## config.mk

```make
export PLATFORM = sky130hd
export DESIGN_NAME = bst_top
export DESIGN_NICKNAME = d
export VERILOG_FILES = /design/src/verilog/bst_pkg.sv /design/src/verilog/bst_gen.sv /design/src/verilog/bst_csum.sv /design/src/verilog/bst_top.sv
export SDC_FILE = /design/constraint.sdc
export NUM_CORES = 1
export LEC_CHECK = 0
export BUFFER_PORTS_ARGS = -buffer_cell sky130_fd_sc_hd__buf_2
export CELL_PAD_IN_SITES_DETAIL_PLACEMENT = 1
export CELL_PAD_IN_SITES_GLOBAL_PLACEMENT = 1
export CORE_ASPECT_RATIO = 0.75
export CORE_MARGIN = 4
export CORE_UTILIZATION = 43
export CTS_BUF_LIST = sky130_fd_sc_hd__clkbuf_4 sky130_fd_sc_hd__clkbuf_8 sky130_fd_sc_hd__clkbuf_16
export DETAILED_ROUTE_END_ITERATION = 10
export PLACE_DENSITY_LB_ADDON = 0.1
export SETUP_SLACK_MARGIN = 0.4
export SLEW_MARGIN = 20
export SYNTH_ARGS = -nofsm -noshare
export SYNTH_HDL_FRONTEND = slang
export SYNTH_SLANG_ARGS = --single-unit
```

## constraint.sdc

```tcl
create_clock -name clock -period 4.76 [get_ports clock]
set_input_delay 0.952 -clock clock [delete_from_list [all_inputs] [get_ports clock]]
set_output_delay 0.952 -clock clock [all_outputs]
set_load 0.02 [all_outputs]
```

## src/verilog/bst_pkg.sv

```systemverilog
// Package of constants and types shared by the buffer self-test block.
package bst_pkg;

  // ---------------------------------------------------------------
  // Buffer geometry
  // ---------------------------------------------------------------
  localparam int          BST_ADDR_W    = 13;
  localparam int          BST_DATA_W    = 8;
  localparam logic [12:0] BST_FIRST_ADDR = 13'h0000;
  localparam logic [12:0] BST_LAST_ADDR  = 13'h1fff;

  // ---------------------------------------------------------------
  // Register offsets on the plain register port
  // ---------------------------------------------------------------
  localparam int         BST_REG_ADDR_W = 4;
  localparam logic [3:0] BST_OFS_CTRL   = 4'h0;
  localparam logic [3:0] BST_OFS_SEED   = 4'h1;
  localparam logic [3:0] BST_OFS_SUM_LO = 4'h2;
  localparam logic [3:0] BST_OFS_SUM_HI = 4'h3;

  // ---------------------------------------------------------------
  // Control register field positions
  // ---------------------------------------------------------------
  localparam int BST_BIT_BUSY  = 0;
  localparam int BST_BIT_MODE  = 1;
  localparam int BST_FT_LSB    = 2;
  localparam int BST_BIT_SWAP  = 4;
  localparam int BST_SHIFT_LSB = 5;

  // ---------------------------------------------------------------
  // Reset values
  // ---------------------------------------------------------------
  localparam logic [7:0]  BST_CTRL_RST  = 8'h00;
  localparam logic [7:0]  BST_SEED_RST  = 8'h00;
  localparam logic [15:0] BST_SUM_RST   = 16'h0000;

  // Feedback taps of the random generator; a zero state stays zero.
  localparam logic [7:0]  BST_LFSR_TAPS = 8'hb8;

  // Fill type encoding as held in the control register.
  typedef enum logic [1:0] {
    BST_FILL_RANDOM  = 2'b00,
    BST_FILL_ADDRESS = 2'b01,
    BST_FILL_PATTERN = 2'b10,
    BST_FILL_RSVD    = 2'b11
  } bst_fill_e;

endpackage : bst_pkg

```

## src/verilog/bst_gen.sv

```systemverilog
// Next fill-seed generator: random step or pattern rotation.
module bst_gen
  import bst_pkg::*;
(
  input  wire logic [7:0]       seed,
  input  bst_pkg::bst_fill_e    fill_type_select,
  input  wire logic [2:0]       shift_amount,
  output logic      [7:0]       next_seed
);

  // Rotate left; bits leaving the top come back in at the bottom.
  function automatic logic [7:0] bst_rotl(input logic [7:0] v, input logic [2:0] n);
    logic [15:0] tmp;
    tmp = {v, v} << n;
    return tmp[15:8];
  endfunction

  // Galois step; with no ones in the state nothing is fed back.
  function automatic logic [7:0] bst_lfsr(input logic [7:0] v);
    return v[0] ? ((v >> 1) ^ BST_LFSR_TAPS) : (v >> 1);
  endfunction

  // ---------------------------------------------------------------
  // Seed update per written location
  // ---------------------------------------------------------------
  always_comb
  begin
    unique case (fill_type_select)
      BST_FILL_RANDOM:  next_seed = bst_lfsr(seed);
      BST_FILL_PATTERN: next_seed = bst_rotl(seed, shift_amount);
      default:          next_seed = seed;
    endcase
  end

endmodule // bst_gen

```

## src/verilog/bst_csum.sv

```systemverilog
// Running one's complement checksum over a byte stream.
module bst_csum
(
  input  wire logic        clock,
  input  wire logic        sys_rst,
  input  wire logic        clear,
  input  wire logic        byte_valid,
  input  wire logic [7:0]  byte_in,
  output logic      [15:0] checksum
);

  logic [15:0] sum_ff;
  logic [7:0]  hi_ff;
  logic        odd_ff;

  // End-around carry add; the folded carry cannot overflow again.
  function automatic logic [15:0] bst_add1c(input logic [15:0] a, input logic [15:0] b);
    logic [16:0] s;
    s = {1'b0, a} + {1'b0, b};
    return s[15:0] + {15'h0000, s[16]};
  endfunction

  // ---------------------------------------------------------------
  // Byte pairing: even bytes are the high half of a word
  // ---------------------------------------------------------------
  always_ff @(posedge clock)
  begin
    if (sys_rst || clear)
    begin
      sum_ff <= 16'h0000;
      hi_ff  <= 8'h00;
      odd_ff <= 1'b0;
    end
    else if (byte_valid)
    begin
      odd_ff <= ~odd_ff;
      if (!odd_ff)
        hi_ff <= byte_in;
      else
        sum_ff <= bst_add1c(sum_ff, {hi_ff, byte_in});
    end
  end

  // A pending odd byte is padded with a zero low half.
  assign checksum = odd_ff ? ~bst_add1c(sum_ff, {hi_ff, 8'h00}) : ~sum_ff;

endmodule // bst_csum

```

## src/verilog/bst_top.sv

```systemverilog
// Buffer memory self-test controller with register port and SRAM port steering.
//
// Our own choices: the strobed register port and the address map.

// Notes on behaviour
// - A started test writes every buffer byte and loads its checksum at the end.
// - Pattern-shift mode rotates the seed left by the shift amount; other modes ignore it.
// - Port-select set swaps the SRAM ports used by self-test and copy engine.
// - Fill type: 00 random, 01 address, 10 pattern shift, 11 reserved.
// - Test-mode enable bit turns test mode on when one, off when zero.
// - Start/busy reads one while running and clears itself when the fill ends.
// - One byte is written to the buffer on every clock while filling, none in the closing done cycle.
// - Random fill uses an LFSR seeded from the seed register, left updated.
// - A zero seed gives all-zero data; equal seeds give equal sequences.
// - Address fill stores the low address byte into each location.
// - A full address fill always yields checksum F807h.
// - Clearing either start/busy or test-mode enable aborts the fill; copy start is not decoded here.
// - Copy engine reads at the fill byte rate, so may start any time after.
// - Pattern fill writes the seed at 0000h, then rotates left per address.
// - Checksum is one's complement of big-endian 16-bit word sum, zero padded.
module bst_top
  import bst_pkg::*;
(
  input  wire logic                                clock,
  input  wire logic                                sys_rst,
  // Register port.
  input  wire logic [bst_pkg::BST_REG_ADDR_W-1:0]  reg_addr,
  input  wire logic [7:0]                          reg_wdata,
  input  wire logic                                reg_wr,
  input  wire logic                                reg_rd,
  output logic      [7:0]                          reg_rdata,
  // Copy engine access request.
  input  wire logic [bst_pkg::BST_ADDR_W-1:0]      dma_addr,
  input  wire logic                                dma_re,
  output logic      [7:0]                          dma_rdata,
  // SRAM port A.
  output logic      [bst_pkg::BST_ADDR_W-1:0]      port_a_addr,
  output logic      [7:0]                          port_a_wdata,
  output logic                                     port_a_we,
  output logic                                     port_a_re,
  input  wire logic [7:0]                          port_a_rdata,
  // SRAM port B.
  output logic      [bst_pkg::BST_ADDR_W-1:0]      port_b_addr,
  output logic      [7:0]                          port_b_wdata,
  output logic                                     port_b_we,
  output logic                                     port_b_re,
  input  wire logic [7:0]                          port_b_rdata,
  // Status.
  output logic                                     test_mode,
  output logic                                     test_busy,
  output logic                                     port_swap
);
  import bst_pkg::*;

  // ---------------------------------------------------------------
  // Declarations
  // ---------------------------------------------------------------
  typedef enum logic [1:0] {
    BST_ST_IDLE,
    BST_ST_FILL,
    BST_ST_DONE
  } bst_state_e;

  bst_state_e               state_ff;
  logic [2:0]               shift_amount_ff;
  logic                     swap_ff;
  bst_fill_e                fill_type_ff;
  logic                     mode_ff;
  logic                     busy_ff;
  logic [7:0]               fill_seed_ff;
  logic [15:0]              sum_ff;
  logic [BST_ADDR_W-1:0]    fill_addr_ff;
  logic [7:0]               reg_rdata_ff;
  logic [BST_ADDR_W-1:0]    pa_addr_ff;
  logic [7:0]               pa_wdata_ff;
  logic                     pa_we_ff;
  logic                     pa_re_ff;
  logic [BST_ADDR_W-1:0]    pb_addr_ff;
  logic [7:0]               pb_wdata_ff;
  logic                     pb_we_ff;
  logic                     pb_re_ff;
  logic [7:0]               dma_rdata_ff;

  logic                     wr_ctrl;
  logic                     wr_seed;
  logic                     start_req;
  logic                     abort_req;
  logic                     fill_we;
  logic [7:0]               fill_byte;
  logic [7:0]               nxt_fill_seed;
  logic [15:0]              run_sum;
  bst_fill_e                wr_fill_type;

  // ---------------------------------------------------------------
  // Register port decode
  // ---------------------------------------------------------------

  // Write strobes per register.
  assign wr_ctrl      = reg_wr && (reg_addr == BST_OFS_CTRL);
  assign wr_seed      = reg_wr && (reg_addr == BST_OFS_SEED);
  assign wr_fill_type = bst_fill_e'(reg_wdata[BST_FT_LSB +: 2]);

  // A start needs test mode in the same write and a defined fill type.
  // Reserved fill type is refused so the fill never runs with no data source.
  assign start_req = wr_ctrl && (state_ff == BST_ST_IDLE)
                   && reg_wdata[BST_BIT_BUSY] && reg_wdata[BST_BIT_MODE]
                   && (wr_fill_type != BST_FILL_RSVD);

  // Dropping either start/busy or test mode while filling cancels the test.
  // The copy engine start bit lives outside this block and is the host's.
  assign abort_req = wr_ctrl && (state_ff == BST_ST_FILL)
                   && (!reg_wdata[BST_BIT_BUSY] || !reg_wdata[BST_BIT_MODE]);

  // ---------------------------------------------------------------
  // Control register fields
  // ---------------------------------------------------------------

  // Configuration fields; all clear after reset.
  always_ff @(posedge clock)
  begin
    if (sys_rst)
    begin
      shift_amount_ff <= BST_CTRL_RST[BST_SHIFT_LSB +: 3];
      swap_ff         <= BST_CTRL_RST[BST_BIT_SWAP];
      fill_type_ff    <= bst_fill_e'(BST_CTRL_RST[BST_FT_LSB +: 2]);
      mode_ff         <= BST_CTRL_RST[BST_BIT_MODE];
    end
    else if (wr_ctrl)
    begin
      shift_amount_ff <= reg_wdata[BST_SHIFT_LSB +: 3];
      swap_ff         <= reg_wdata[BST_BIT_SWAP];
      fill_type_ff    <= wr_fill_type;
      mode_ff         <= reg_wdata[BST_BIT_MODE];
    end
  end

  // Start/busy flag: set by a legal start, cleared by abort or completion.
  always_ff @(posedge clock)
  begin
    if (sys_rst)
      busy_ff <= BST_CTRL_RST[BST_BIT_BUSY];
    else if (start_req)
      busy_ff <= 1'b1;
    else if (abort_req || (state_ff == BST_ST_DONE))
      busy_ff <= 1'b0;
  end

  // ---------------------------------------------------------------
  // Fill sequencer
  // ---------------------------------------------------------------

  // Idle until started, fill to the last address, then load the checksum.
  always_ff @(posedge clock)
  begin
    if (sys_rst)
      state_ff <= BST_ST_IDLE;
    else
    begin
      unique case (state_ff)
        BST_ST_IDLE:
          if (start_req)
            state_ff <= BST_ST_FILL;
        BST_ST_FILL:
          if (abort_req)
            state_ff <= BST_ST_IDLE;
          else if (fill_addr_ff == BST_LAST_ADDR)
            state_ff <= BST_ST_DONE;
        BST_ST_DONE:
          state_ff <= BST_ST_IDLE;
      endcase
    end
  end

  // Address walks upward by one each clock so every byte is hit once.
  always_ff @(posedge clock)
  begin
    if (sys_rst)
      fill_addr_ff <= BST_FIRST_ADDR;
    else if (start_req)
      fill_addr_ff <= BST_FIRST_ADDR;
    else if (state_ff == BST_ST_FILL)
      fill_addr_ff <= fill_addr_ff + 13'h0001;
  end

  // One byte per clock while filling, none in the cycle an abort lands.
  assign fill_we = (state_ff == BST_ST_FILL) && !abort_req;

  // Address fill writes the low address byte; other modes write the seed.
  assign fill_byte = (fill_type_ff == BST_FILL_ADDRESS)
                   ? fill_addr_ff[7:0]
                   : fill_seed_ff;

  // ---------------------------------------------------------------
  // Seed register and data generator
  // ---------------------------------------------------------------

  bst_gen u_gen (
    .seed             (fill_seed_ff),
    .fill_type_select (fill_type_ff),
    .shift_amount     (shift_amount_ff),
    .next_seed        (nxt_fill_seed)
  );

  // The seed steps after each written byte, so it ends holding the
  // generator state. A host write wins, but the host must not write here
  // during a fill or the sequence is no longer repeatable.
  always_ff @(posedge clock)
  begin
    if (sys_rst)
      fill_seed_ff <= BST_SEED_RST;
    else if (wr_seed)
      fill_seed_ff <= reg_wdata;
    else if (fill_we)
      fill_seed_ff <= nxt_fill_seed;
  end

  // ---------------------------------------------------------------
  // Checksum
  // ---------------------------------------------------------------

  bst_csum u_csum (
    .clock      (clock),
    .sys_rst    (sys_rst),
    .clear      (start_req),
    .byte_valid (fill_we),
    .byte_in    (fill_byte),
    .checksum   (run_sum)
  );

  // The last byte is folded in by the time the sequencer reaches done.
  // An aborted test leaves the previous result untouched.
  always_ff @(posedge clock)
  begin
    if (sys_rst)
      sum_ff <= BST_SUM_RST;
    else if (state_ff == BST_ST_DONE)
      sum_ff <= run_sum;
  end

  // ---------------------------------------------------------------
  // SRAM port steering
  // ---------------------------------------------------------------

  // Normally port A serves the fill and port B the copy engine; the swap
  // bit reverses them. Both paths are registered, which costs a cycle of
  // latency but keeps every port a clean flop output. Since the copy engine
  // reads at the same byte rate, it trails the fill by a fixed distance.
  always_ff @(posedge clock)
  begin
    if (sys_rst)
    begin
      pa_addr_ff <= BST_FIRST_ADDR;
      pa_we_ff   <= 1'b0;
      pa_re_ff   <= 1'b0;
      pb_addr_ff <= BST_FIRST_ADDR;
      pb_we_ff   <= 1'b0;
      pb_re_ff   <= 1'b0;
    end
    else if (swap_ff)
    begin
      pa_addr_ff <= dma_addr;
      pa_we_ff   <= 1'b0;
      pa_re_ff   <= dma_re;
      pb_addr_ff <= fill_addr_ff;
      pb_we_ff   <= fill_we;
      pb_re_ff   <= 1'b0;
    end
    else
    begin
      pa_addr_ff <= fill_addr_ff;
      pa_we_ff   <= fill_we;
      pa_re_ff   <= 1'b0;
      pb_addr_ff <= dma_addr;
      pb_we_ff   <= 1'b0;
      pb_re_ff   <= dma_re;
    end
  end

  // Write data goes to both ports; only the enabled one stores it.
  always_ff @(posedge clock)
  begin
    if (sys_rst)
    begin
      pa_wdata_ff <= 8'h00;
      pb_wdata_ff <= 8'h00;
    end
    else
    begin
      pa_wdata_ff <= fill_byte;
      pb_wdata_ff <= fill_byte;
    end
  end

  // Return read data from whichever port the copy engine owns.
  always_ff @(posedge clock)
  begin
    if (sys_rst)
      dma_rdata_ff <= 8'h00;
    else
      dma_rdata_ff <= swap_ff ? port_a_rdata : port_b_rdata;
  end

  // ---------------------------------------------------------------
  // Register read-back
  // ---------------------------------------------------------------

  // Data stands only in the cycle after the read strobe; zero otherwise.
  always_ff @(posedge clock)
  begin
    if (sys_rst || !reg_rd)
      reg_rdata_ff <= 8'h00;
    else
    begin
      unique case (reg_addr)
        BST_OFS_CTRL:   reg_rdata_ff <= {shift_amount_ff, swap_ff, fill_type_ff,
                                         mode_ff, busy_ff};
        BST_OFS_SEED:   reg_rdata_ff <= fill_seed_ff;
        BST_OFS_SUM_LO: reg_rdata_ff <= sum_ff[7:0];
        BST_OFS_SUM_HI: reg_rdata_ff <= sum_ff[15:8];
        default:        reg_rdata_ff <= 8'h00;
      endcase
    end
  end

  // ---------------------------------------------------------------
  // Outputs
  // ---------------------------------------------------------------
  assign reg_rdata    = reg_rdata_ff;
  assign dma_rdata    = dma_rdata_ff;
  assign port_a_addr  = pa_addr_ff;
  assign port_a_wdata = pa_wdata_ff;
  assign port_a_we    = pa_we_ff;
  assign port_a_re    = pa_re_ff;
  assign port_b_addr  = pb_addr_ff;
  assign port_b_wdata = pb_wdata_ff;
  assign port_b_we    = pb_we_ff;
  assign port_b_re    = pb_re_ff;
  assign test_mode    = mode_ff;
  assign test_busy    = busy_ff;
  assign port_swap    = swap_ff;

endmodule // bst_top

```

# Word level (Yosys, flattened, before mapping)
# Index checks and enable logic that the tools add are counted.
# op_classes
n_reduce_logical,30
eq_ne,11
bitwise,5
n_addsub,5
mux,16
n_shift,1
# ops
operator,count
two-way mux 8 bit,5
adder 16 x 16 -> 17 bit,2
adder 16 x 1 -> 16 bit,2
NOT 16 bit,2
one-hot mux 8 bit (4 select lines),1
two-way mux 13 bit,2
two-way mux 16 bit,1
one-hot mux 8 bit (2 select lines),1
<< shifter 16 x 3 -> 16 bit,1
adder 13 x 1 -> 13 bit (second input constant),1
equality test 13 bit (second input constant),1
logical AND 1 bit,9
equality test 4 x 2 -> 1 bit (second input constant),2
AND reduction 2 bit,4
two-way mux 2 bit,3
one-hot mux 2 bit (3 select lines),1
OR reduction 2 bit,3
equality test 2 x 1 -> 1 bit (second input constant),2
equality test 2 bit (second input constant),2
equality test 4 x 1 -> 1 bit (second input constant),1
logical NOT 1 bit,4
logical NOT 2 bit,2
logical NOT 4 bit,1
logical OR 1 bit,4
other kinds (8),11
# totals
output_inout_bits,65
inputBits,46
word_cells,89
register_bits,126

# Longest topological paths before layout
# Gate-level depths: netlist of the first run.
# logic_depth
depth_word,8
ltp_mapped,20

# Cells and area by module
# From an unflattened synthesis of the first run, not the netlist that was laid out.
# unflattened
cells_unflattened,816
area_unflattened_um2,7233.2
# modules_own_cells
module,instances,area_each_um2,cells_each
bst_top,1,4082.7,393
bst_csum,1,2703.8,371
bst_gen,1,446.7,52

# Worst setup path before layout of the first run
# Ideal clock, no wire load.
# synth_timing
path_kind,register to register
start,register fill_type_ff[0]
end,register u_csum.sum_ff[15]
required_time_ns,4.681
setup_ns,0.079
setup_slack_ns,0.577
n_path_buf,2
path_stages_with_launch,21
arrival_ns,4.104
cell_sequence,dfxtp_1 nor2b_1 clkbuf_1 mux2i_1 inv_1 ha_1 inv_1 fa_1 nor2b_2 o31ai_4 a21oi_1 nor2_1 o21ai_0 ha_1 nand2b_1 nor2_1 and4_2 buf_2 nand3_2 or4_1 o211ai_1
# synth_via
elab_chain_cells,4
# synth_lines
item,line,source
"start, declared",bst_top.sv:67,bst_fill_e fill_type_ff;
"start signal, assigned",bst_top.sv:125,fill_type_ff <= bst_fill_e'(BST_CTRL_RST[BST_FT_LSB +: 2]);
"start signal, assigned",bst_top.sv:132,fill_type_ff <= wr_fill_type;
equality test 2 x 1 -> 1 bit,bst_top.sv:189,assign fill_byte = (fill_type_ff == BST_FILL_ADDRESS)
two-way mux 8 bit,bst_top.sv:190,? fill_addr_ff[7:0]
net fill_byte[0],bst_top.sv:89,logic [7:0] fill_byte;
adder 16 x 16 -> 17 bit,bst_csum.sv:19,"s = {1'b0, a} + {1'b0, b};"
adder 16 x 1 -> 16 bit,bst_csum.sv:20,"return s[15:0] + {15'h0000, s[16]};"
"end signal, assigned",bst_csum.sv:40,"sum_ff <= bst_add1c(sum_ff, {hi_ff, byte_in});"
"end, declared",bst_csum.sv:12,logic [15:0] sum_ff;
# The timed path passes the listed nets, and every way through them passes these cells.
# A chain may end at the register's enable or synchronous reset.

# Worst setup path in the final report of the first run
# Same ends and word-level chain as after synthesis.

==> flow_metrics.env, run 1 <==
export IMPL_worstPathRequired_ns=5.11
export IMPL_synth_top_area_share_pct=35.4
export IMPL_cap_violations=0
export IMPL_die_area_mm2=0.0187
export IMPL_grt_pass1_wl_um=36600
export IMPL_grt_pass1_vias=6394
export IMPL_synth_warning_count=0
export IMPL_n_antenna_cell=0
export IMPL_grt_ovfl_total=0
export IMPL_coreArea_mm2=0.0161
export IMPL_crit_fanout=8
export IMPL_grtUsageTotal_pct=25.1
export IMPL_final_cell_mix="dfxtp_1 (124), nor2_1 (119), buf_2 (110), nand2_1 (66), mux2i_1 (63)"
export IMPL_grt_use_met1_pct=37.9
export IMPL_boundaryPins=111
export IMPL_synth_nets=891
export IMPL_fin_nets=968
export IMPL_p_per_area_mw_per_mm2=323
export IMPL_tightest_slew_ns=0.989
export IMPL_rsz0062_at_grt="false"
export IMPL_fin_util_pct=51.6
export IMPL_grt_busiest_layer="met1"
export IMPL_cts_tree="yes"
export IMPL_drive_above_1_share_pct=22.4
export IMPL_start_util_pct=44.2
export IMPL_clk_insertion_delay_late_ns=0.43
export IMPL_io_buffers=110
export IMPL_num_vias=6447
export IMPL_fin_tns_setup_ns=0
export IMPL_ctsHoldBuffers=0
export IMPL_syn_avg_cell_area_um2=8.70
export IMPL_critPathLaunchType="flip-flop"
export IMPL_ys_ff_latch=126
export IMPL_synth_main_ff_cell="dfxtp_1"
export IMPL_place_ws_ns=0.236
export IMPL_drt_first_pass_iters=5
export IMPL_synth_area_leaders="dfxtp_1 (35%), mux2i_1 (8.9%), nor2_1 (6.4%)"
export IMPL_fmax_mhz=244
export IMPL_postPlaceCellArea_mm2=0.00770
export IMPL_synth_edff_count=0
export IMPL_relSlewSlack_pct=34.1
export IMPL_clock_skew_ns=0.00880
export IMPL_setup_ws_ns=0.655
export IMPL_fp_dieH_um=119
export IMPL_syn2layout_area_growth_pct=16.7
export IMPL_fin_crit_sh_pct=86.2
export IMPL_cts_max_level=4
export IMPL_met3_usage_pct=6.54
export IMPL_ir_worst_vdd_mv=0.228
export IMPL_drc_errors=0
export IMPL_ys_async_sr_fraction_pct=0
export IMPL_drv_slew=0
export IMPL_critical_path_class="flip-flop to flip-flop"
export IMPL_end_kind="flip-flop"
export IMPL_arrival_ns=4.45
export IMPL_drtIter0Drc=532
export IMPL_post_cts_setup_buffers=0
export IMPL_cts_buffer_depth=2
export IMPL_wl_per_cell_um=21.0
export IMPL_cts_root_buf="clkbuf_16"
export IMPL_outcome="completed"
export IMPL_routed_wl_um=23500
export IMPL_vias_per_cell=5.76
export IMPL_finalHoldViolations=0
export IMPL_antenna_found_initial=2
export IMPL_yosysTopAreaCell="dfxtp_1"
export IMPL_setup_violations_final=0
export IMPL_syn_area_mm2=0.00712
export IMPL_whs_ns=0.492
export IMPL_dp_final_hpwl_um=17700
export IMPL_fillers=1892
export IMPL_grt_max_degree=81
export IMPL_die_w_um=157
export IMPL_ys_seq_area_share_pct=35.4
export IMPL_syn_inst=819
export IMPL_period_minus_slack_ns=4.10
export IMPL_clock_sinks=126
export IMPL_fp_row_count=40
export IMPL_hp_class="flip-flop to flip-flop"
export IMPL_antenna_left=0
export IMPL_leakagePower_nw=3.23
export IMPL_final_common_cell="dfxtp_1"
export IMPL_gp_congestion=0.876
export IMPL_clk_pin_slew_ns=0.07
export IMPL_numCtsBuffers=17
export IMPL_grt_use_met2_pct=35.7
export IMPL_ys_types=86
export IMPL_finalInstanceArea_mm2=0.00831
layout make-up:
type	count	area, um2	area share, %
flip-flops and latches	126	2520	30.4
well taps	210	263	3.16
clock inverters	15	150	1.81
inverters	22	82.6	0.994
repair buffers	118	614	7.39
clock buffers	17	425	5.12
multi-input cells	611	4250	51.2
flip-flops by register name, summed over array words and instances (netlist names):
name	cells
port_b_we	1
port_a_re	1
port_a_addr	13
port_b_re	1
port_b_addr	13
test_busy	1
port_swap	1
dma_rdata	8
shift_amount_ff	3
reg_rdata	8
test_mode	1
u_csum.sum_ff	16
u_csum.odd_ff	1
fill_addr_ff	13
port_a_we	1
u_csum.hi_ff	8
sum_ff	16
state_ff	2
fill_type_ff	2
fill_seed_ff	8
port_b_wdata	8
cells in the mapped netlist, types with 6 or more instances:
cell type,instances
inv_1,22
nor3_1,16
nand2_1,66
mux4_2,8
mux2_2,8
nand3_1,14
a21oi_1,50
mux2i_1,63
o21ai_0,25
ha_1,24
a211oi_1,31
or3_1,6
and3_1,6
xor2_1,20
buf_4,8
nand4_1,18
dfxtp_1,126
a22oi_1,8
nor2_1,121
clkbuf_1,41
xnor2_1,24
where the power goes:
| group | leakage [nW] | total [mW] | switching (mW) | internal [mW] |
|---|---|---|---|---|
| sequential | 1.02 | 1.12 | 0.0341 | 1.08 |
| combinational | 1.94 | 0.288 | 0.187 | 0.101 |
| clock | 0.270 | 1.28 | 0.543 | 0.734 |
| total | 3.23 | 2.68 | 0.764 | 1.92 |
worst max-delay path: stages, from the launching register on:
cell and delay (ns):
dfxtp_2 0.36, nor2b_2 0.18, buf_6 0.17, mux2i_1 0.14, inv_1 0.08, ha_1 0.23
inv_1 0.08, fa_1 0.44, nor2b_4 0.19, o31ai_4 0.12, a21oi_2 0.21, nor2_1 0.09
o21ai_2 0.17, ha_1 0.17, nand2b_1 0.09, nor2_2 0.15, and4_4 0.27, nand3_2 0.13
or4_1 0.54, o211ai_1 0.19
routing by layer:
| layer | up-vias | share of wire, % |
|---|---|---|
| li1 | 3070 | - |
| met1 | 3153 | 51 |
| met2 | 198 | 42 |
| met3 | 22 | 6.8 |
| met4 | 4 | 0.98 |
| met5 | - | 0.11 |
through the flow:
| step | cells | total power, mW |
|---|---|---|
| 2_1_floorplan | 819 | 1.32 |
| 3_3_place_gp | 1087 | 1.41 |
| 3_5_place_dp | 1087 | 1.42 |
| 4_1_cts | 1119 | 2.69 |
| 5_1_grt | 1119 | 2.78 |
| 6_report | 1119 | 2.68 |
final timing paths:
path	from	endpoint	slack [ns]	cells past startpoint
min reg2reg	sum_ff[13]	sum_ff[13]	0.49	2
max	fill_type_ff[0]	u_csum.sum_ff[15]	0.66	19
min	sum_ff[13]	sum_ff[13]	0.49	2
max reg2reg	fill_type_ff[0]	u_csum.sum_ff[15]	0.66	19
kinds of logic (layout without fill, tap and decap cells):
logic type | count (synthesis) | count (layout) | share of synthesized area, %
AOI/OAI and AO/OA | 170 | 170 | 16.9
buffers and inverters | 82 | 172 | 5.29
xor gates and xnor gates | 44 | 44 | 5.41
and+or+nand+nor | 292 | 292 | 19.5
adders and majority gates | 26 | 26 | 4.78
DFF | 126 | 126 | 35.4
muxes | 79 | 79 | 12.6
what timing repair did:
| action | in CTS | in global routing |
|---|---|---|
| cloned | 0 | 0 |
| endpoints found under the setup margin | 4 | 5 |
| resized for setup | 3 | 7 |
| hold endpoints to repair | 0 | 0 |
Power figures use the tool's default switching activity.
==> inputs of run 2 (changes only) <==
--- a/config.mk
+++ b/config.mk
@@ -14,6 +14,7 @@
 export CTS_BUF_LIST = sky130_fd_sc_hd__clkbuf_4 sky130_fd_sc_hd__clkbuf_8 sky130_fd_sc_hd__clkbuf_16
 export DETAILED_ROUTE_END_ITERATION = 10
 export PLACE_DENSITY_LB_ADDON = 0.1
+export RECOVER_POWER = 25
 export SETUP_SLACK_MARGIN = 0.4
 export SLEW_MARGIN = 20
 export SYNTH_ARGS = -nofsm -noshare
==> run 2 against run 1 <==
Global-route usage unchanged; utilization decreased by 0.070 points; critical path type is now input pin to flip-flop; largest cell class unchanged; register-to-register slack about the same; setup slack got worse by 0.23 ns; first-iteration DRC count decreased by 4.1%; the run now ends with capacitance limit, slew limit left; flip-flop and latch count unchanged; critical endpoint is now port_b_wdata[4]; maximum frequency decreased by 5.2%; sequential share of layout area about the same; combinational power about the same; via count decreased by 0.22%; routed wire length about the same; critical path depth decreased by 16.
==> flow_metrics.env, run 2 (synthesized netlist as in run 1, its figures left out) <==
export IMPL_post_cts_setup_buffers=0
export IMPL_die_w_um=157
export IMPL_grt_pass1_vias=6394
export IMPL_num_vias=6433
export IMPL_grt_max_degree=81
export IMPL_grtUsageTotal_pct=25.1
export IMPL_reg2regPathDepth=19
export IMPL_p_per_area_mw_per_mm2=323
export IMPL_clock_sinks=126
export IMPL_n_antenna_cell=0
export IMPL_cts_root_buf="clkbuf_16"
export IMPL_syn2layout_area_growth_pct=16.5
export IMPL_regArea_mm2=0.00252
export IMPL_end_kind="flip-flop"
export IMPL_ir_worst_vdd_mv=0.228
export IMPL_gp_congestion=0.876
export IMPL_grt_ovfl_total=0
export IMPL_dp_final_hpwl_um=17700
export IMPL_setup_violations_final=0
export IMPL_multiInputGateArea_mm2=0.00425
export IMPL_cpPeakStageDelay_ns=2.61
export IMPL_routed_wl_um=23500
export IMPL_hp_class="flip-flop to flip-flop"
export IMPL_vias_per_cell=5.75
export IMPL_cts_max_level=4
export IMPL_final_cell_mix="dfxtp_1 (124), nor2_1 (119), buf_2 (104), nand2_1 (66), mux2i_1 (63)"
export IMPL_clock_skew_ns=0.00915
export IMPL_critPathBufInv=2
export IMPL_path_depth=3
export IMPL_fp_row_count=40
export IMPL_critical_path_class="input pin to flip-flop"
export IMPL_fin_nets=968
export IMPL_antenna_found_initial=2
export IMPL_final_common_cell="dfxtp_1"
export IMPL_slowest_stage="clkbuf_1"
export IMPL_finalHoldViolations=0
export IMPL_cts_repair_resized=3
export IMPL_drc_errors=0
export IMPL_ctsHoldBuffers=0
export IMPL_whs_ns=0.492
export IMPL_period_minus_slack_ns=4.33
export IMPL_rsz0062_at_grt="false"
export IMPL_fin_tns_setup_ns=0
export IMPL_fillers=1893
export IMPL_cts_buffer_depth=2
export IMPL_leakagePower_nw=3.21
export IMPL_cts_tree="yes"
export IMPL_tightest_slew_ns=3.67
export IMPL_fp_dieH_um=119
export IMPL_fin_crit_sh_pct=91.0
export IMPL_boundaryPins=111
export IMPL_die_area_mm2=0.0187
export IMPL_drive_above_1_share_pct=21.7
export IMPL_io_buffers=110
export IMPL_crit_fanout=80
export IMPL_grt_pass1_wl_um=36600
export IMPL_top_regs="sum_ff x16, u_csum.sum_ff x16"
export IMPL_hold_depth=2
export IMPL_antenna_left=0
export IMPL_critPathLaunchType="input pin"
export IMPL_relSlewSlack_pct=-145
export IMPL_fmax_mhz=231
export IMPL_drt_first_pass_iters=4
export IMPL_wl_per_cell_um=21.0
export IMPL_crit_family="buffers and inverters"
export IMPL_path_cells="clkbuf_1, clkbuf_1, nor2_1"
export IMPL_worstPathRequired_ns=4.84
export IMPL_violations="capacitance limit, slew limit"
export IMPL_outcome="finished, violations left"
export IMPL_start_util_pct=44.2
export IMPL_clk_insertion_delay_late_ns=0.42
export IMPL_clk_pin_slew_ns=0.06
export IMPL_crit_top_cell="clkbuf_1"
export IMPL_drv_slew=81
export IMPL_cap_violations=1
export IMPL_drtIter0Drc=510
export IMPL_arrival_ns=4.41
export IMPL_numCtsBuffers=17
export IMPL_coreArea_mm2=0.0161
==> run 2: changes by cell type in the layout (fill, tap and decap cells not counted), sizes merged <==
cell | previous run | this run
buf | 118 | 111
clkbuf | 17 | 24
==> run 2: area by class of cell <==
cell class                      instances  share of cell area (%)
Clock inverter                         15                    1.81
Timing Repair Buffer                  118                    7.27
Inverter                               22                   0.995
Tap cell                              210                    3.17
Multi-Input combinational cell        611                    51.2
Clock buffer                           17                    5.13
Sequential cell                       126                    30.4
==> run 2: report_power, final <==
part | leakage, nW | switching [mW] | total, mW | internal, mW
Sequential | 1.02 | 0.0343 | 1.12 | 1.08
Combinational | 1.91 | 0.187 | 0.288 | 0.101
Clock | 0.270 | 0.542 | 1.28 | 0.734
Total | 3.21 | 0.763 | 2.68 | 1.92
==> run 2: metal layers <==
layer / vias up / track usage, % / part of all wire, %
met1: 3140 / 37.9 / 50
met5: - / 0 / 0.11
met3: 22 / 6.54 / 7.0
met4: 4 / 5.47 / 0.98
met2: 204 / 35.7 / 42
li1: 3063 / - / -
==> run 2: per-stage QoR <==
step	total power, mW	util [%]	instance area, um2	worst slack [ns]	std cells
2_1_floorplan	1.32	-	7120	0.577	819
3_3_place_gp	1.41	47.8	7700	0.583	1087
3_5_place_dp	1.42	47.8	7700	0.236	1087
4_1_cts	2.69	51.4	8290	0.411	1119
5_1_grt	2.78	51.5	8300	0.228	1119
6_report	2.68	51.5	8300	0.429	1119
==> run 2: final timing paths <==
path | start | endpoint | slack (ns)
setup / recovery | sys_rst | port_b_wdata[4] | 0.43
hold / removal | sum_ff[13] | sum_ff[13] | 0.49
setup reg to reg | fill_type_ff[0] | u_csum.sum_ff[15] | 0.65
hold reg to reg | sum_ff[13] | sum_ff[13] | 0.49
==> run 2: worst register-to-register path: cells and delay by family, from the launching register on <==
kind,cells,cell delay [ns]
AOI/OAI and AO/OA,4,0.70
adders and majority gates,3,0.84
buffers and inverters,3,0.33
DFF,1,0.37
muxes,1,0.14
and+or+nand+nor,8,1.64
==> inputs of run 3 (changes only) <==
==> constraint.sdc (replaced) <==
create_clock -name clock -period 4.76 [get_ports clock]
set_input_delay 0.714 -clock clock [delete_from_list [all_inputs] [get_ports clock]]
set_output_delay 0.714 -clock clock [all_outputs]
set_load 0.02 [all_outputs]
==> run 3 against run 2 <==
The run still ends with capacitance limit, slew limit left; utilization up 0.054 points; via count up 0.11%; first-iteration DRC count down 25%; sequential power about the same; routed wire length down 0.27%; non-clock buffer count up 1; critical path depth up 14; register-to-register slack about the same; sequential share of layout area about the same; final area up 0.11%; clock skew about the same; critical path type is now flip-flop to flip-flop; largest cell class unchanged; highest routed layer unchanged.
==> flow_metrics.env, run 3 (synthesized netlist as in run 1, its figures left out) <==
export IMPL_outcome="finished, violations left"
export IMPL_violations="capacitance limit, slew limit"
export IMPL_clk_pin_slew_ns=0.06
export IMPL_p_per_area_mw_per_mm2=325
export IMPL_top_regs="sum_ff x16, u_csum.sum_ff x16"
export IMPL_worstPathRequired_ns=5.11
export IMPL_fin_crit_sh_pct=86.1
export IMPL_drc_errors=0
export IMPL_drive_above_1_share_pct=21.4
export IMPL_routed_wl_um=23500
export IMPL_gp_congestion=0.857
export IMPL_cts_tree="yes"
export IMPL_critPathLaunchType="flip-flop"
export IMPL_cap_violations=1
export IMPL_clock_skew_ns=0.00885
export IMPL_final_cell_mix="dfxtp_1 (124), nor2_1 (119), buf_2 (103), nand2_1 (66), mux2i_1 (63)"
export IMPL_setup_violations_final=0
export IMPL_min_delay_worst_endpoint="sum_ff[14]"
export IMPL_hold_depth=2
export IMPL_rsz0062_at_grt="false"
export IMPL_wl_per_cell_um=20.9
export IMPL_grt_max_degree=81
export IMPL_drv_slew=81
export IMPL_ir_worst_vdd_mv=0.212
export IMPL_boundaryPins=111
export IMPL_clock_sinks=126
export IMPL_cts_buffer_depth=2
export IMPL_period_minus_slack_ns=4.10
export IMPL_reg2regPathDepth=17
export IMPL_fin_tns_setup_ns=0
export IMPL_antenna_left=0
export IMPL_cts_max_level=4
export IMPL_clk_insertion_delay_late_ns=0.42
export IMPL_num_vias=6440
export IMPL_timing_reg2reg_setup_slack_ns=0.66
export IMPL_grt_ovfl_total=0
export IMPL_finalHoldViolations=0
export IMPL_start_util_pct=44.2
export IMPL_dp_final_hpwl_um=17800
export IMPL_vias_per_cell=5.75
export IMPL_fmax_mhz=244
export IMPL_leakagePower_nw=3.22
export IMPL_multiInputGateArea_mm2=0.00425
export IMPL_critical_path_class="flip-flop to flip-flop"
export IMPL_final_cell_count_no_fill=1120
export IMPL_antenna_found_initial=1
export IMPL_drt_first_pass_iters=5
export IMPL_hp_class="flip-flop to flip-flop"
export IMPL_postPlaceCellArea_mm2=0.00771
export IMPL_regArea_mm2=0.00252
export IMPL_r2r_end="u_csum.sum_ff[15]"
export IMPL_relSlewSlack_pct=-145
export IMPL_min_from="sum_ff[14]"
export IMPL_syn2layout_area_growth_pct=16.6
export IMPL_io_buffers=110
export IMPL_fp_dieH_um=119
export IMPL_coreArea_mm2=0.0161
export IMPL_grtUsageTotal_pct=25.4
export IMPL_fin_nets=969
export IMPL_dp_cells=1088
export IMPL_finalInstanceArea_mm2=0.00831
export IMPL_end_kind="flip-flop"
export IMPL_grt_pass1_wl_um=37000
export IMPL_n_antenna_cell=0
export IMPL_cts_root_buf="clkbuf_16"
export IMPL_die_area_mm2=0.0187
export IMPL_drtIter0Drc=385
export IMPL_crit_fanout=8
export IMPL_arrival_ns=4.45
export IMPL_ctsHoldBuffers=0
export IMPL_die_w_um=157
export IMPL_grt_pass1_vias=6418
export IMPL_numCtsBuffers=17
export IMPL_tightest_slew_ns=3.67
export IMPL_fp_row_count=40
export IMPL_post_cts_setup_buffers=0
export IMPL_reg2reg_from="fill_type_ff[0]"
export IMPL_fillers=1919
export IMPL_final_common_cell="dfxtp_1"
-- run 3: changes by cell type in the layout (fill, tap and decap cells not counted), sizes merged --
| cell | before | now |
|---|---|---|
| bufinv | 1 | 2 |
| inv | 30 | 27 |
| clkinv | 2 | 4 |
| clkbuf | 24 | 25 |
-- run 3: worst max path at each step --
| stage | startpoint | endpoint | cells past startpoint | slack (ns) |
|---|---|---|---|---|
| after floorplan | fill_type_ff[0] | u_csum.sum_ff[15] | 20 | 0.58 |
| after global placement | fill_type_ff[0] | u_csum.sum_ff[15] | 19 | 0.58 |
| after detailed placement | fill_type_ff[0] | u_csum.sum_ff[15] | 19 | 0.38 |
| after CTS | fill_type_ff[0] | u_csum.sum_ff[15] | 19 | 0.47 |
| after global routing | sys_rst | port_b_wdata[2] | 3 | 0.39 |
| final | fill_type_ff[0] | u_csum.sum_ff[15] | 17 | 0.66 |
-- run 3: area by class of cell --
| type | instances | share of cell area [%] |
|---|---|---|
| Timing Repair Buffer | 119 | 7.29 |
| Multi-Input combinational cell | 611 | 51.1 |
| Tap cell | 210 | 3.16 |
| Sequential cell | 126 | 30.4 |
| Clock buffer | 17 | 5.12 |
| Clock inverter | 15 | 1.94 |
| Inverter | 22 | 0.994 |
-- run 3: layer usage --
metal	share of wire, %	vias to the layer above	wire, um	GRT usage, %
met5	0.055	-	13	0
met4	0.91	2	214	5.42
met3	8.2	19	1930	8.03
met2	42	220	9800	35.0
met1	49	3130	11500	38.3
li1	-	3069	-	-
-- run 3: critical path, stage by stage, from the launching register on --
cell and delay [ns]:
dfxtp_2 0.37, nor2b_1 0.14, buf_4 0.21, mux2i_1 0.31, inv_1 0.08, ha_1 0.47
o211a_2 0.29, o31ai_4 0.13, a21oi_2 0.20, nor2_1 0.09, o21ai_2 0.17, ha_1 0.17
nand2b_1 0.11, nor2_2 0.17, and4_4 0.28, nand3_2 0.13, or4_1 0.53, o211ai_1 0.17
-- run 3: what timing repair did --
action,CTS,global route
pin swaps,0,0
resized for setup,2,5
setup endpoints to repair,2,5
-- run 3: power breakdown --
group | switching (mW) | total (mW) | internal, mW
logic | 0.187 | 0.289 | 0.102
clock network | 0.519 | 1.30 | 0.777
registers | 0.0338 | 1.12 | 1.08
total | 0.740 | 2.70 | 1.96
-- run 3: metrics by stage --
step / utilization [%] / power (mW) / hold slack (ns) / setup slack (ns)
after floorplan: - / 1.32 / 0.444 / 0.577
after global placement: 47.9 / 1.41 / 0.468 / 0.577
after detailed placement: 47.9 / 1.42 / 0.486 / 0.383
after CTS: 51.5 / 2.72 / 0.494 / 0.473
after global routing: 51.6 / 2.80 / 0.515 / 0.388
final: 51.6 / 2.70 / 0.491 / 0.662
